## src/pin_func_regs.svh

```systemverilog
// constants for the configurable pin function selector
// assumes a 200 MHz pclk and a 32-bit apb register bus
`ifndef PIN_FUNC_REGS_SVH
`define PIN_FUNC_REGS_SVH
// configuration memory, 1024 bits as 32 words
`define CFG_BITS 1024
`define CFG_WORDS 32
`define CFG_IDX_W 5
// word 0 of the memory: pin selects and gpio enables
`define SEL_W 4
`define GPIO_EN_LSB 20
`define ACT_W 24
`define CFG_WORD0_RST 32'h0005_8321
// readback of the live selection, outside the memory
`define ACTIVE_ADDR 12'h080
`define MEM_TOP_LSB 7
// clock output synthesis
`define PCLK_MHZ 200
`define PCLK_NS 5
`define CLOCK_OUT_48MHZ_MHZ 48
`define NCO_W 16
`define NCO_INC ((`CLOCK_OUT_48MHZ_MHZ * 65536) / `PCLK_MHZ)
// activity led pulse, 50 ms
`define LED_PULSE_NS 50000000
`define LED_PULSE_CYC (`LED_PULSE_NS / `PCLK_NS)
`endif

```

## src/pin_func_pkg.sv

```systemverilog
// types of the configurable pin function selector
// assumes nothing beyond a SystemVerilog compiler
package pin_func_pkg;
  // function choices, one per configurable pin
  typedef enum logic [3:0] {
    opt_rs485_den = 4'h0,
    opt_power_en  = 4'h1,
    opt_tx_led    = 4'h2,
    opt_rx_led    = 4'h3,
    opt_any_led   = 4'h4,
    opt_sleep     = 4'h5,
    opt_clock_out_48mhz     = 4'h6,
    opt_clock_out_24mhz     = 4'h7,
    opt_clock_out_12mhz     = 4'h8,
    opt_clock_out_6mhz      = 4'h9,
    opt_gpio      = 4'ha,
    opt_wr_strobe = 4'hb,
    opt_rd_strobe = 4'hc
  } pin_option_t;
  // load sequence after reset
  typedef enum logic [0:0] {
    st_load = 1'b0,
    st_run  = 1'b1
  } load_state_t;
endpackage

```

## src/configurable_pin_function_select.sv

```systemverilog
// configurable pin function selector with apb configuration memory
// assumes usb, uart and bit-bang status come from logic on pclk
// Behaviour
// - each pin drives one function chosen by its stored select field
// - after power-on or bus reset the stored selects are loaded
// - transmit-enable option drives low while serial data is sent
// - power-enable low once configured, high again during suspend
// - transmit-activity option pulses low on usb transmit traffic
// - receive-activity option pulses low on usb receive traffic
// - combined-activity option pulses low on traffic either way
// - sleep option low for the whole suspend, high otherwise
// - gpio only on the first four pins, each enabled on its own
// - write-strobe option gives the active-low bit-bang write strobe
// - read-strobe option gives the active-low bit-bang read strobe
// - configuration memory holds 1024 bits
// - fifth pin offers everything but gpio and the two strobes
`timescale 1ns/1ps
`default_nettype none
`include "pin_func_regs.svh"
module configurable_pin_function_select
  import pin_func_pkg::*;
#(
  parameter int LED_PULSE_CYCLES = `LED_PULSE_CYC,
  parameter int LED_W            = 24
) (
  input  wire logic        pclk,             // 200 MHz clock
  input  wire logic        presetn,          // async reset, low
  input  wire logic [11:0] paddr,            // apb byte address
  input  wire logic        psel,             // apb select
  input  wire logic        penable,          // apb access phase
  input  wire logic        pwrite,           // apb write
  input  wire logic [31:0] pwdata,           // apb write data
  input  wire logic [3:0]  pstrb,            // apb byte enables
  output logic      [31:0] prdata,           // apb read data
  output logic             pready,           // apb ready
  output logic             pslverr,          // apb error
  input  wire logic        bus_reset,        // usb bus reset
  input  wire logic        usb_configured,   // host set config
  input  wire logic        usb_suspend,      // bus in suspend
  input  wire logic        serial_tx_busy,   // uart sending
  input  wire logic        usb_tx_activity,  // tx data moved
  input  wire logic        usb_rx_activity,  // rx data moved
  input  wire logic [3:0]  gpio_out,         // bit-bang levels
  input  wire logic [3:0]  gpio_oe_req,      // bit-bang drive
  input  wire logic        bb_write_strobe,  // write strobe
  input  wire logic        bb_read_strobe,   // read strobe
  output logic      [4:0]  configurable_pin_o,  // pin level
  output logic      [4:0]  configurable_pin_oe, // pin drive
  input  wire logic [3:0]  configurable_pin_i,  // pin sense
  output logic      [3:0]  gpio_in           // synced gpio
);

  // refuse pulse lengths the counter cannot hold
  if (LED_PULSE_CYCLES < 1 || LED_PULSE_CYCLES >= 2**LED_W) begin : g_chk
    $error("LED_PULSE_CYCLES out of range");
  end

  localparam logic [LED_W-1:0] LED_LOAD = LED_PULSE_CYCLES[LED_W-1:0];
  localparam logic [`NCO_W-1:0] NCO_STEP = `NCO_W'(`NCO_INC);

  logic [31:0]       cfg_mem [0:`CFG_WORDS-1];
  load_state_t       state, next_state;
  logic [`ACT_W-1:0] active_cfg, next_active_cfg;
  logic [LED_W-1:0]  tx_cnt, next_tx_cnt;
  logic [LED_W-1:0]  rx_cnt, next_rx_cnt;
  logic [`NCO_W-1:0] nco, next_nco;
  logic              sq48_d;
  logic [2:0]        div, next_div;
  logic [3:0]        pin_meta;
  logic [4:0]        next_pin_o, next_pin_oe;
  logic [31:0]       next_prdata;
  logic              next_pready, next_pslverr;
  logic              in_mem, in_active, setup, wr_go;
  logic [31:0]       wr_mask;
  logic [3:0]        gpio_en;

  // apb decode, word aligned, if chain
  always_comb begin
    in_mem    = 1'b0;
    in_active = 1'b0;
    if (paddr[11:`MEM_TOP_LSB] == 5'h00 && paddr[1:0] == 2'h0) begin
      in_mem = 1'b1;
    end else if (paddr == `ACTIVE_ADDR) begin
      in_active = 1'b1;
    end
  end

  // apb answer: ready one cycle after setup, no wait states
  always_comb begin
    setup        = psel & ~penable;
    next_pready  = setup;
    next_prdata  = 32'h0000_0000;
    next_pslverr = 1'b0;
    if (setup) begin
      if (in_mem) begin
        next_prdata = pwrite ? 32'h0000_0000 : cfg_mem[paddr[6:2]];
      end else if (in_active && !pwrite) begin
        next_prdata = {7'h00, state, active_cfg};
      end else begin
        next_pslverr = 1'b1; // unmapped or read-only
      end
    end
  end

  // apb register stage
  always_ff @(posedge pclk or negedge presetn) begin
    if (!presetn) begin
      prdata  <= 32'h0000_0000;
      pready  <= 1'b0;
      pslverr <= 1'b0;
    end else begin
      prdata  <= next_prdata;
      pready  <= next_pready;
      pslverr <= next_pslverr;
    end
  end

  // write commit only at the completing access edge
  always_comb begin
    wr_go   = psel & penable & pready & pwrite & in_mem;
    wr_mask = {{8{pstrb[3]}}, {8{pstrb[2]}}, {8{pstrb[1]}}, {8{pstrb[0]}}};
  end

  // configuration memory, defaults restored at power-on only
  always_ff @(posedge pclk or negedge presetn) begin
    if (!presetn) begin
      for (int w = 0; w < `CFG_WORDS; w++) begin
        cfg_mem[w] <= (w == 0) ? `CFG_WORD0_RST : 32'h0000_0000;
      end
    end else if (wr_go) begin
      cfg_mem[paddr[6:2]] <= (cfg_mem[paddr[6:2]] & ~wr_mask) |
                             (pwdata & wr_mask);
    end
  end

  // load the live selection after any reset
  always_comb begin
    next_state      = state;
    next_active_cfg = active_cfg;
    if (bus_reset) begin
      next_state = st_load;
    end else begin
      case (state)
        st_load: begin
          next_active_cfg = cfg_mem[0][`ACT_W-1:0];
          next_state      = st_run;
        end
        st_run: begin
          next_state = st_run;
        end
        default: begin
          next_state = st_load;
        end
      endcase
    end
  end

  // load state register
  always_ff @(posedge pclk or negedge presetn) begin
    if (!presetn) begin
      state      <= st_load;
      active_cfg <= `ACT_W'(`CFG_WORD0_RST);
    end else begin
      state      <= next_state;
      active_cfg <= next_active_cfg;
    end
  end

  // activity pulse counters, retriggered by each event
  always_comb begin
    next_tx_cnt = (tx_cnt != '0) ? tx_cnt - 1'b1 : tx_cnt;
    next_rx_cnt = (rx_cnt != '0) ? rx_cnt - 1'b1 : rx_cnt;
    if (usb_tx_activity) begin
      next_tx_cnt = LED_LOAD;
    end
    if (usb_rx_activity) begin
      next_rx_cnt = LED_LOAD;
    end
  end

  // 48 MHz phase accumulator and binary divider below it
  always_comb begin
    next_nco = nco + NCO_STEP;
    next_div = div;
    if (nco[`NCO_W-1] && !sq48_d) begin
      next_div = div + 3'h1;
    end
  end

  // counter and clock registers
  always_ff @(posedge pclk or negedge presetn) begin
    if (!presetn) begin
      tx_cnt <= '0;
      rx_cnt <= '0;
      nco    <= '0;
      sq48_d <= 1'b0;
      div    <= 3'h0;
    end else begin
      tx_cnt <= next_tx_cnt;
      rx_cnt <= next_rx_cnt;
      nco    <= next_nco;
      sq48_d <= nco[`NCO_W-1];
      div    <= next_div;
    end
  end

  // per-function pin levels, active low where named so
  logic rs485_driver_enable_n, power_enable_n, sleep_n;
  logic transmit_activity_led_n, receive_activity_led_n;
  logic any_activity_led_n, gpio_write_strobe_n, gpio_read_strobe_n;
  logic clock_out_48mhz, clock_out_24mhz;
  logic clock_out_12mhz, clock_out_6mhz;
  assign rs485_driver_enable_n   = ~serial_tx_busy;
  assign power_enable_n = ~(usb_configured & ~usb_suspend);
  assign sleep_n                 = ~usb_suspend;
  assign transmit_activity_led_n = (tx_cnt == '0);
  assign receive_activity_led_n  = (rx_cnt == '0);
  assign any_activity_led_n      = (tx_cnt == '0) &&
                                   (rx_cnt == '0);
  assign gpio_write_strobe_n     = ~bb_write_strobe;
  assign gpio_read_strobe_n      = ~bb_read_strobe;
  assign clock_out_48mhz         = nco[`NCO_W-1];
  assign clock_out_24mhz         = div[0];
  assign clock_out_12mhz         = div[1];
  assign clock_out_6mhz          = div[2];
  assign gpio_en = active_cfg[`GPIO_EN_LSB +: 4];

  // pin multiplexer, one function per pin
  always_comb begin
    pin_option_t sel;
    logic        low4;
    sel         = opt_rs485_den;
    low4        = 1'b0;
    next_pin_o  = 5'h1f;
    next_pin_oe = 5'h1f;
    for (int i = 0; i < 5; i++) begin
      sel  = pin_option_t'(active_cfg[i*`SEL_W +: `SEL_W]);
      low4 = (i < 4);
      case (sel)
        opt_rs485_den: next_pin_o[i] = rs485_driver_enable_n;
        opt_power_en:  next_pin_o[i] = power_enable_n;
        opt_tx_led:    next_pin_o[i] = transmit_activity_led_n;
        opt_rx_led:    next_pin_o[i] = receive_activity_led_n;
        opt_any_led:   next_pin_o[i] = any_activity_led_n;
        opt_sleep:     next_pin_o[i] = sleep_n;
        opt_clock_out_48mhz:     next_pin_o[i] = clock_out_48mhz;
        opt_clock_out_24mhz:     next_pin_o[i] = clock_out_24mhz;
        opt_clock_out_12mhz:     next_pin_o[i] = clock_out_12mhz;
        opt_clock_out_6mhz:      next_pin_o[i] = clock_out_6mhz;
        opt_gpio: begin
          if (low4 && gpio_en[i%4]) begin
            next_pin_o[i]  = gpio_out[i%4];
            next_pin_oe[i] = gpio_oe_req[i%4];
          end else if (low4) begin
            next_pin_oe[i] = 1'b0;
          end
        end
        opt_wr_strobe: begin
          if (low4) begin
            next_pin_o[i] = gpio_write_strobe_n;
          end
        end
        opt_rd_strobe: begin
          if (low4) begin
            next_pin_o[i] = gpio_read_strobe_n;
          end
        end
        default: next_pin_o[i] = 1'b1;
      endcase
    end
    if (state == st_load) begin
      next_pin_o  = 5'h1f;
      next_pin_oe = 5'h00;
    end
  end

  // pin output registers and gpio input synchroniser
  always_ff @(posedge pclk or negedge presetn) begin
    if (!presetn) begin
      configurable_pin_o  <= 5'h1f;
      configurable_pin_oe <= 5'h00;
      pin_meta            <= 4'h0;
      gpio_in             <= 4'h0;
    end else begin
      configurable_pin_o  <= next_pin_o;
      configurable_pin_oe <= next_pin_oe;
      pin_meta            <= configurable_pin_i;
      gpio_in             <= pin_meta;
    end
  end

  pin_option_t sel0, sel4;
  assign sel0 = pin_option_t'(active_cfg[3:0]);
  assign sel4 = pin_option_t'(active_cfg[19:16]);
  logic run;
  assign run = (state == st_run);
endmodule
`default_nettype wire

```

## config.mk

```make
export PLATFORM = sky130hd
export DESIGN_NAME = configurable_pin_function_select
export DESIGN_NICKNAME = d
export VERILOG_FILES = /design/src/pin_func_pkg.sv /design/src/configurable_pin_function_select.sv
export VERILOG_INCLUDE_DIRS = /design/src
export SDC_FILE = /design/constraint.sdc
export NUM_CORES = 2
export LEC_CHECK = 0
export BUFFER_PORTS_ARGS = -buffer_cell sky130_fd_sc_hd__buf_2
export CAP_MARGIN = 10
export CORE_MARGIN = 5
export CORE_UTILIZATION = 25
export CTS_BUF_LIST = sky130_fd_sc_hd__clkbuf_8
export DETAILED_ROUTE_END_ITERATION = 12
export PLACE_DENSITY = 0.38
export SYNTH_ARGS = -nofsm -noshare
export SYNTH_HDL_FRONTEND = slang
export SYNTH_SLANG_ARGS = --single-unit
```

## constraint.sdc

```tcl
create_clock -name pclk -period 5.4 [get_ports pclk]
set_input_delay 0.27 -clock pclk [delete_from_list [all_inputs] [get_ports pclk]]
set_output_delay 0.27 -clock pclk [all_outputs]
set_load 0.01 [all_outputs]
```

## Word-level counts from Yosys, hierarchy flattened

Index checks and enable logic that the tools add are counted.
W data, S select, Z words.

| operators by class | value |
|---|---|
| add/subtract/negate cells | 4 |
| multipliers | 0 |
| divide/modulo/power cells | 0 |
| $lt $le $gt $ge | 2 |
| equal/unequal tests | 58 |
| shift-type cells | 0 |
| multiplexer cells | 40 |
| bitwise gates (word level) | 19 |
| reductions and logical operators | 21 |

Operators with widths:

| operator | number |
|---|---|
| $bwmux W1024 | 1 |
| $mux W32 | 6 |
| $bmux W32 S5 | 1 |
| $demux W32 S5 | 1 |
| $mux W24 | 4 |
| $eq A4 B4 Y1 const B | 22 |
| $eq A4 B3 Y1 const B | 20 |
| $and A32 B32 Y32 | 2 |
| $pmux W1 S13 | 4 |
| $logic_not A24 Y1 | 2 |
| $reduce_bool A24 Y1 | 2 |
| $sub A24 B1 Y24 const B | 2 |
| $eq A4 B2 Y1 const B | 10 |
| $not A32 Y32 | 1 |
| $or A32 B32 Y32 | 1 |
| $mux W25 | 1 |
| $eq A4 B1 Y1 const B | 5 |
| $logic_not A4 Y1 | 5 |
| $mux W1 | 19 |
| $add A16 B14 Y16 const B | 1 |
| $eq A12 B8 Y1 const B | 1 |
| $mux W5 | 2 |
| $pmux W1 S10 | 1 |
| $not A1 Y1 | 8 |
| 11 further kinds | 22 |

| word-level totals | value |
|---|---|
| flip-flop bits (word level) | 1169 |
| latch bits | 0 |
| RAM bits | 0 |
| memory bits (read-only) | 0 |
| logic and storage cells | 190 |
| memories kept | 0 |

## Depth between registers and ports, before layout

| depth | value |
|---|---|
| depth in word-level cells | 7 |
| mapped depth | 11 |

## Least setup slack after synthesis

OpenSTA, ideal clock, no wires.

| timing path | value |
|---|---|
| path type | input-to-reg |
| start | in paddr[2] |
| end | reg cfg_mem[128] (netlist name) |
| setup time | 125 ps |
| data arrival time | 2315 ps |
| data required time | 5275 ps |
| slack | 2961 ps |
| stages | 9 |
| cells stage by stage | buf_2 buf_2 buf_2 mux2i_1 o22ai_1 or4_1 o31a_1 buf_6 mux2_2 |

| between the ends | value |
|---|---|
| word-level cells in the longest chain between the ends | 7 |

RTL lines:

| item | RTL line | text |
|---|---|---|
| start: declaration | configurable_pin_function_select.sv:28 | `input wire logic [11:0] paddr,` |
| $not A5 Y6 (*) | configurable_pin_function_select.sv:131 | `cfg_mem[paddr[6:2]] <= (cfg_mem[paddr[6:2]] & ~wr_mask) \|` |
| $bmux W32 S5 | configurable_pin_function_select.sv:131 |  |
| $mux W32 (not written as such) (2 in series) | configurable_pin_function_select.sv:131 |  |
| $and A32 B32 Y32 | configurable_pin_function_select.sv:131 |  |
| $or A32 B32 Y32 | configurable_pin_function_select.sv:131 |  |
| $bwmux W1024 (*) | configurable_pin_function_select.sv:131 |  |
| end signal: indexed assignment | configurable_pin_function_select.sv:128 | `` cfg_mem[w] <= (w == 0) ? `CFG_WORD0_RST : 32'h0000_0000; `` |
| end signal: indexed assignment | configurable_pin_function_select.sv:131 |  |
| end: declaration | configurable_pin_function_select.sv:61 | `` logic [31:0] cfg_mem [0:`CFG_WORDS-1]; `` |

Every way passes the cells marked *; elsewhere a longest branch is shown, timed or not. The select of a mux whose other input is x is not followed.
A chain may end at the register's enable or synchronous reset.

## Worst setup path after layout

| timing path | value |
|---|---|
| start | reg rx_cnt[10] |
| end | reg configurable_pin_o[2] |

| between the ends | value |
|---|---|
| word-level cells in the longest chain between the ends | 4 |

RTL lines:

| item | RTL line | text |
|---|---|---|
| start: declaration | configurable_pin_function_select.sv:65 | `logic [LED_W-1:0] rx_cnt, next_rx_cnt;` |
| start signal: assignment | configurable_pin_function_select.sv:200 | `rx_cnt <= next_rx_cnt;` |
| $logic_not A24 Y1 (*) | configurable_pin_function_select.sv:217, configurable_pin_function_select.sv:219 |  |
| $logic_and A1 B1 Y1 | configurable_pin_function_select.sv:218 | `assign any_activity_led_n = (tx_cnt == '0) &&` |
| $pmux W1 S13 (*) | configurable_pin_function_select.sv:239 | `case (sel)` |
| $mux W5 (*) | configurable_pin_function_select.sv:271 | `if (state == st_load) begin` |
| named net next_pin_o[2] | configurable_pin_function_select.sv:70 | `logic [4:0] next_pin_o, next_pin_oe;` |
| end signal: assignment | configurable_pin_function_select.sv:285 | `configurable_pin_o <= next_pin_o;` |
| end: declaration | configurable_pin_function_select.sv:47 | `output logic [4:0] configurable_pin_o,` |

The timed path passes the listed nets; every way through them passes the cells marked *.

==> summary.md <==
| Metric | Value |
|---|---|
| Status | `finished clean` |
| Post-synthesis sequential area ratio | `0.538` |
| Post_cts resized | `0` |
| WL/cell | `27.6 um` |
| Top FF cell, synth | `dfrtp_1` |
| Hold Path Class | `in -> reg` |
| CP Capture Type | `register` |
| Distinct cells, synth | `69` |
| Leak Pwr | `30.7 nW` |
| Filler cells | `22100` |
| Largest net degree at the start of global routing | `127` |
| Global-route wire length before repair | `284000 um` |
| Synth area leaders | `dfrtp_1 53%, mux2_2 22%, mux2i_1 9.5%` |
| Worst slew pin tran | `1.26 ns` |
| CTS tree | `built` |
| Drt pass-1 iters | `5` |
| Worst path max stage delay | `0.83 ns` |
| RSZ-0062 raised after global routing | `false` |
| Initial antenna violation count | `19` |
| Crit-path slowest cell | `nand4_1` |
| Clk Latency, worst-skew pair | `0.97 ns` |
| Final Cell Area | `0.0630 sq mm` |
| # clock sinks | `1165` |
| Drt total wl | `200000 um` |
| Layout Cells excl Fill | `7252` |
| Worst path arrival time | `4.48 ns` |
| Clock root cell | `clkbuf_8` |
| Via/cell ratio | `4.80` |
| Synthesized area per cell | `13.4 sq um` |
| Maximum clock rate | `280 MHz` |
| Top-Level Pins | `121` |
| Overall routing resource usage | `0.175` |
| EDFF count, synth | `0` |
| Syn_nets | `4111` |
| Area after DPL | `0.0581 sq mm` |
| Share of post-route cells with drive strength above 1 | `0.391` |
| Die Wd | `476 um` |
| Number of DRC markers in iteration 0 | `2043` |
| Multi-input gate area | `0.0231 sq mm` |
| Longest Clk Path Bufs | `3` |
| Vias in the first global route | `36600` |
| Crit path time final | `3.57 ns` |
| Worst Path Required | `6.31 ns` |
| Hold Vio Cnt, Final | `0` |
| Area occupied by registers | `0.0292 sq mm` |
| ANT nets after route | `0` |
| Crit path max-delay family | `simple AND/OR/NAND/NOR gates` |
| Core area | `0.217 sq mm` |
| Total gr overflow | `0` |
| Worst clock skew | `0.0462 ns` |
| Port Buf Inserts | `120` |
| DP HPWL | `120000 um` |
| Setup TNS | `0 ns` |
| Slew Viols, Final | `0` |
| Pre-CTS setup slack | `1.39 ns` |
| Most used cell, CP | `dlygate4sd3_1` |
| Synth cell count leaders | `1146 x dfrtp_1, 1038 x mux2_2, 516 x mux2i_1, 256 x o22ai_1, 118 x buf_2` |
| Slack of the critical path | `1.83 ns` |
| Row count | `171` |
| Area Overhead vs Synth | `16.2%` |
| Kind of critical path | `reg -> reg` |
| Crit path buf inv count | `2` |
| Syn Inst Count | `4032` |
| Syn Std Cell Area | `0.0542 sq mm` |
| H-tree Lvls | `4` |
| Power per cell area | `294 mW/mm^2` |
| Crit share post-route | `0.661` |
| Dpl cells | `6805` |
| FFs w/ async S/R, synth | `1.00` |
| Count leader, synth | `dfrtp_1` |
| Final Setup Violations | `0` |
| Synth top area share | `0.529` |
| Worst path cell trace | `nor4_1, nand4_1, o21ai_0, a311oi_1, dlygate4sd3_1, nor2_1, dlygate4sd3_1` |
| Post-synth top area cell | `dfrtp_1` |
| Full die area | `0.226 sq mm` |
| Max-cap violations | `0` |
| Die Y-Extent | `476 um` |
| Worst-path maximum fanout | `21` |
| Num CTS Buffers | `210` |
| Max rail drop VDD | `256 uV` |
| Routability congestion estimate | `0.755` |
| Startpoint class of the critical path | `register` |
| Yosys warns | `0` |
| Initial core utilization | `0.250` |
| Final nets | `4289` |
| Clock transition at the registers of the reported paths | `0.06 ns` |
| Yosys reg bits | `1165` |
| Vias | `34800` |
| Number of remaining DRC errors | `0` |
| Slew margin rel. | `0.154` |
flip-flops by register name (all words and copies together) (netlist names), 3 cells and up:
signal               flops
cfg_mem               1024
prdata                  32
active_cfg              24
rx_cnt                  24
tx_cnt                  24
nco                     12
configurable_pin_o       5
configurable_pin_oe      5
gpio_in                  4
pin_meta                 4
div                      3
final timing paths:
check / from / endpoint / slack, ns / depth (start not counted)
max: rx_cnt[10] / configurable_pin_o[2] / 1.83 / 7
min in group asynchronous: presetn / cfg_mem[1000] / 0.59 / 3
min reg2reg: pin_meta[1] / gpio_in[1] / 0.35 / 0
max reg2reg: rx_cnt[10] / configurable_pin_o[2] / 1.83 / 7
max in group asynchronous: presetn / cfg_mem[23] / 3.81 / 4
min: pwdata[0] / cfg_mem[992] / 0.12 / 4
kinds of logic after synthesis:
kind of cell / Yosys count / share of synthesized area
compound gates: 485 / 0.0564
xor+xnor: 43 / 0.00695
fa+ha+maj: 6 / 0.00138
buf+inv: 389 / 0.0439
flops: 1165 / 0.538
mux: 1554 / 0.311
simple gates: 390 / 0.0423
per-layer routing:
| layer | vias up | wire length (um) | track usage |
|---|---|---|---|
| met2 | 750 | 91400 | 0.276 |
| met4 | 2 | 5570 | 0.0513 |
| met3 | 286 | 8580 | 0.0322 |
| li1 | 15300 | - | - |
| met5 | - | 13 | 0 |
| met1 | 18500 | 94500 | 0.245 |
worst register-to-register path, delay by kind of cell, from the launching register on:
family,cells,cell delay [ns]
buf+inv,2,1.13
simple gates,3,1.36
flops,1,0.43
compound gates,2,0.57
power by group:
| group | internal, mW | switching (mW) |
|---|---|---|
| logic | 0.281 | 0.719 |
| registers | 8.77 | 0.0329 |
| clock network | 4.62 | 4.06 |
| total | 13.7 | 4.82 |
area by class of cell:
| class | instances | area share |
|---|---|---|
| antenna | 9 | 0.000358 |
| clock buffer | 269 | 0.0588 |
| clock inverter | 122 | 0.0106 |
| inverter | 34 | 0.00203 |
| multi-input combinational | 2478 | 0.366 |
| sequential | 1165 | 0.463 |
| tap | 2854 | 0.0567 |
| timing repair buffer | 321 | 0.0420 |
stage by stage:
step | hold WS [ns] | total power [mW] | util
5_1_grt | 0.0711 | 19.3 | 0.291
4_1_cts | 0.00912 | 18.8 | 0.291
6_report | 0.121 | 18.5 | 0.291
2_1_floorplan | -0.0256 | 9.49 | -
3_5_place_dp | 0.337 | 9.95 | 0.268
3_3_place_gp | 0.333 | 9.96 | 0.268
cell usage in the layout, fill, tap and decap left out, types with 16 or more instances in the layout:
cell type / instances
dfrtp_1: 1146
mux2_2: 1038
mux2i_1: 516
clkbuf_8: 269
o22ai_1: 256
buf_4: 124
buf_2: 118
inv_1: 110
a21oi_1: 74
nor2_1: 73
o21ai_0: 62
or4_1: 60
nand2b_1: 47
dlygate4sd3_1: 46
nand2_1: 41
buf_12: 31
xor2_1: 30
nor4_1: 29
o31a_1: 26
clkinv_2: 24
dfstp_2: 19
nand2_4: 16
timing repair:
item                                   CTS  global route
hold buffers                            47             0
setup buffers                            0             0
endpoints found under the hold margin  966             0
Power figures use the tool's default switching activity.
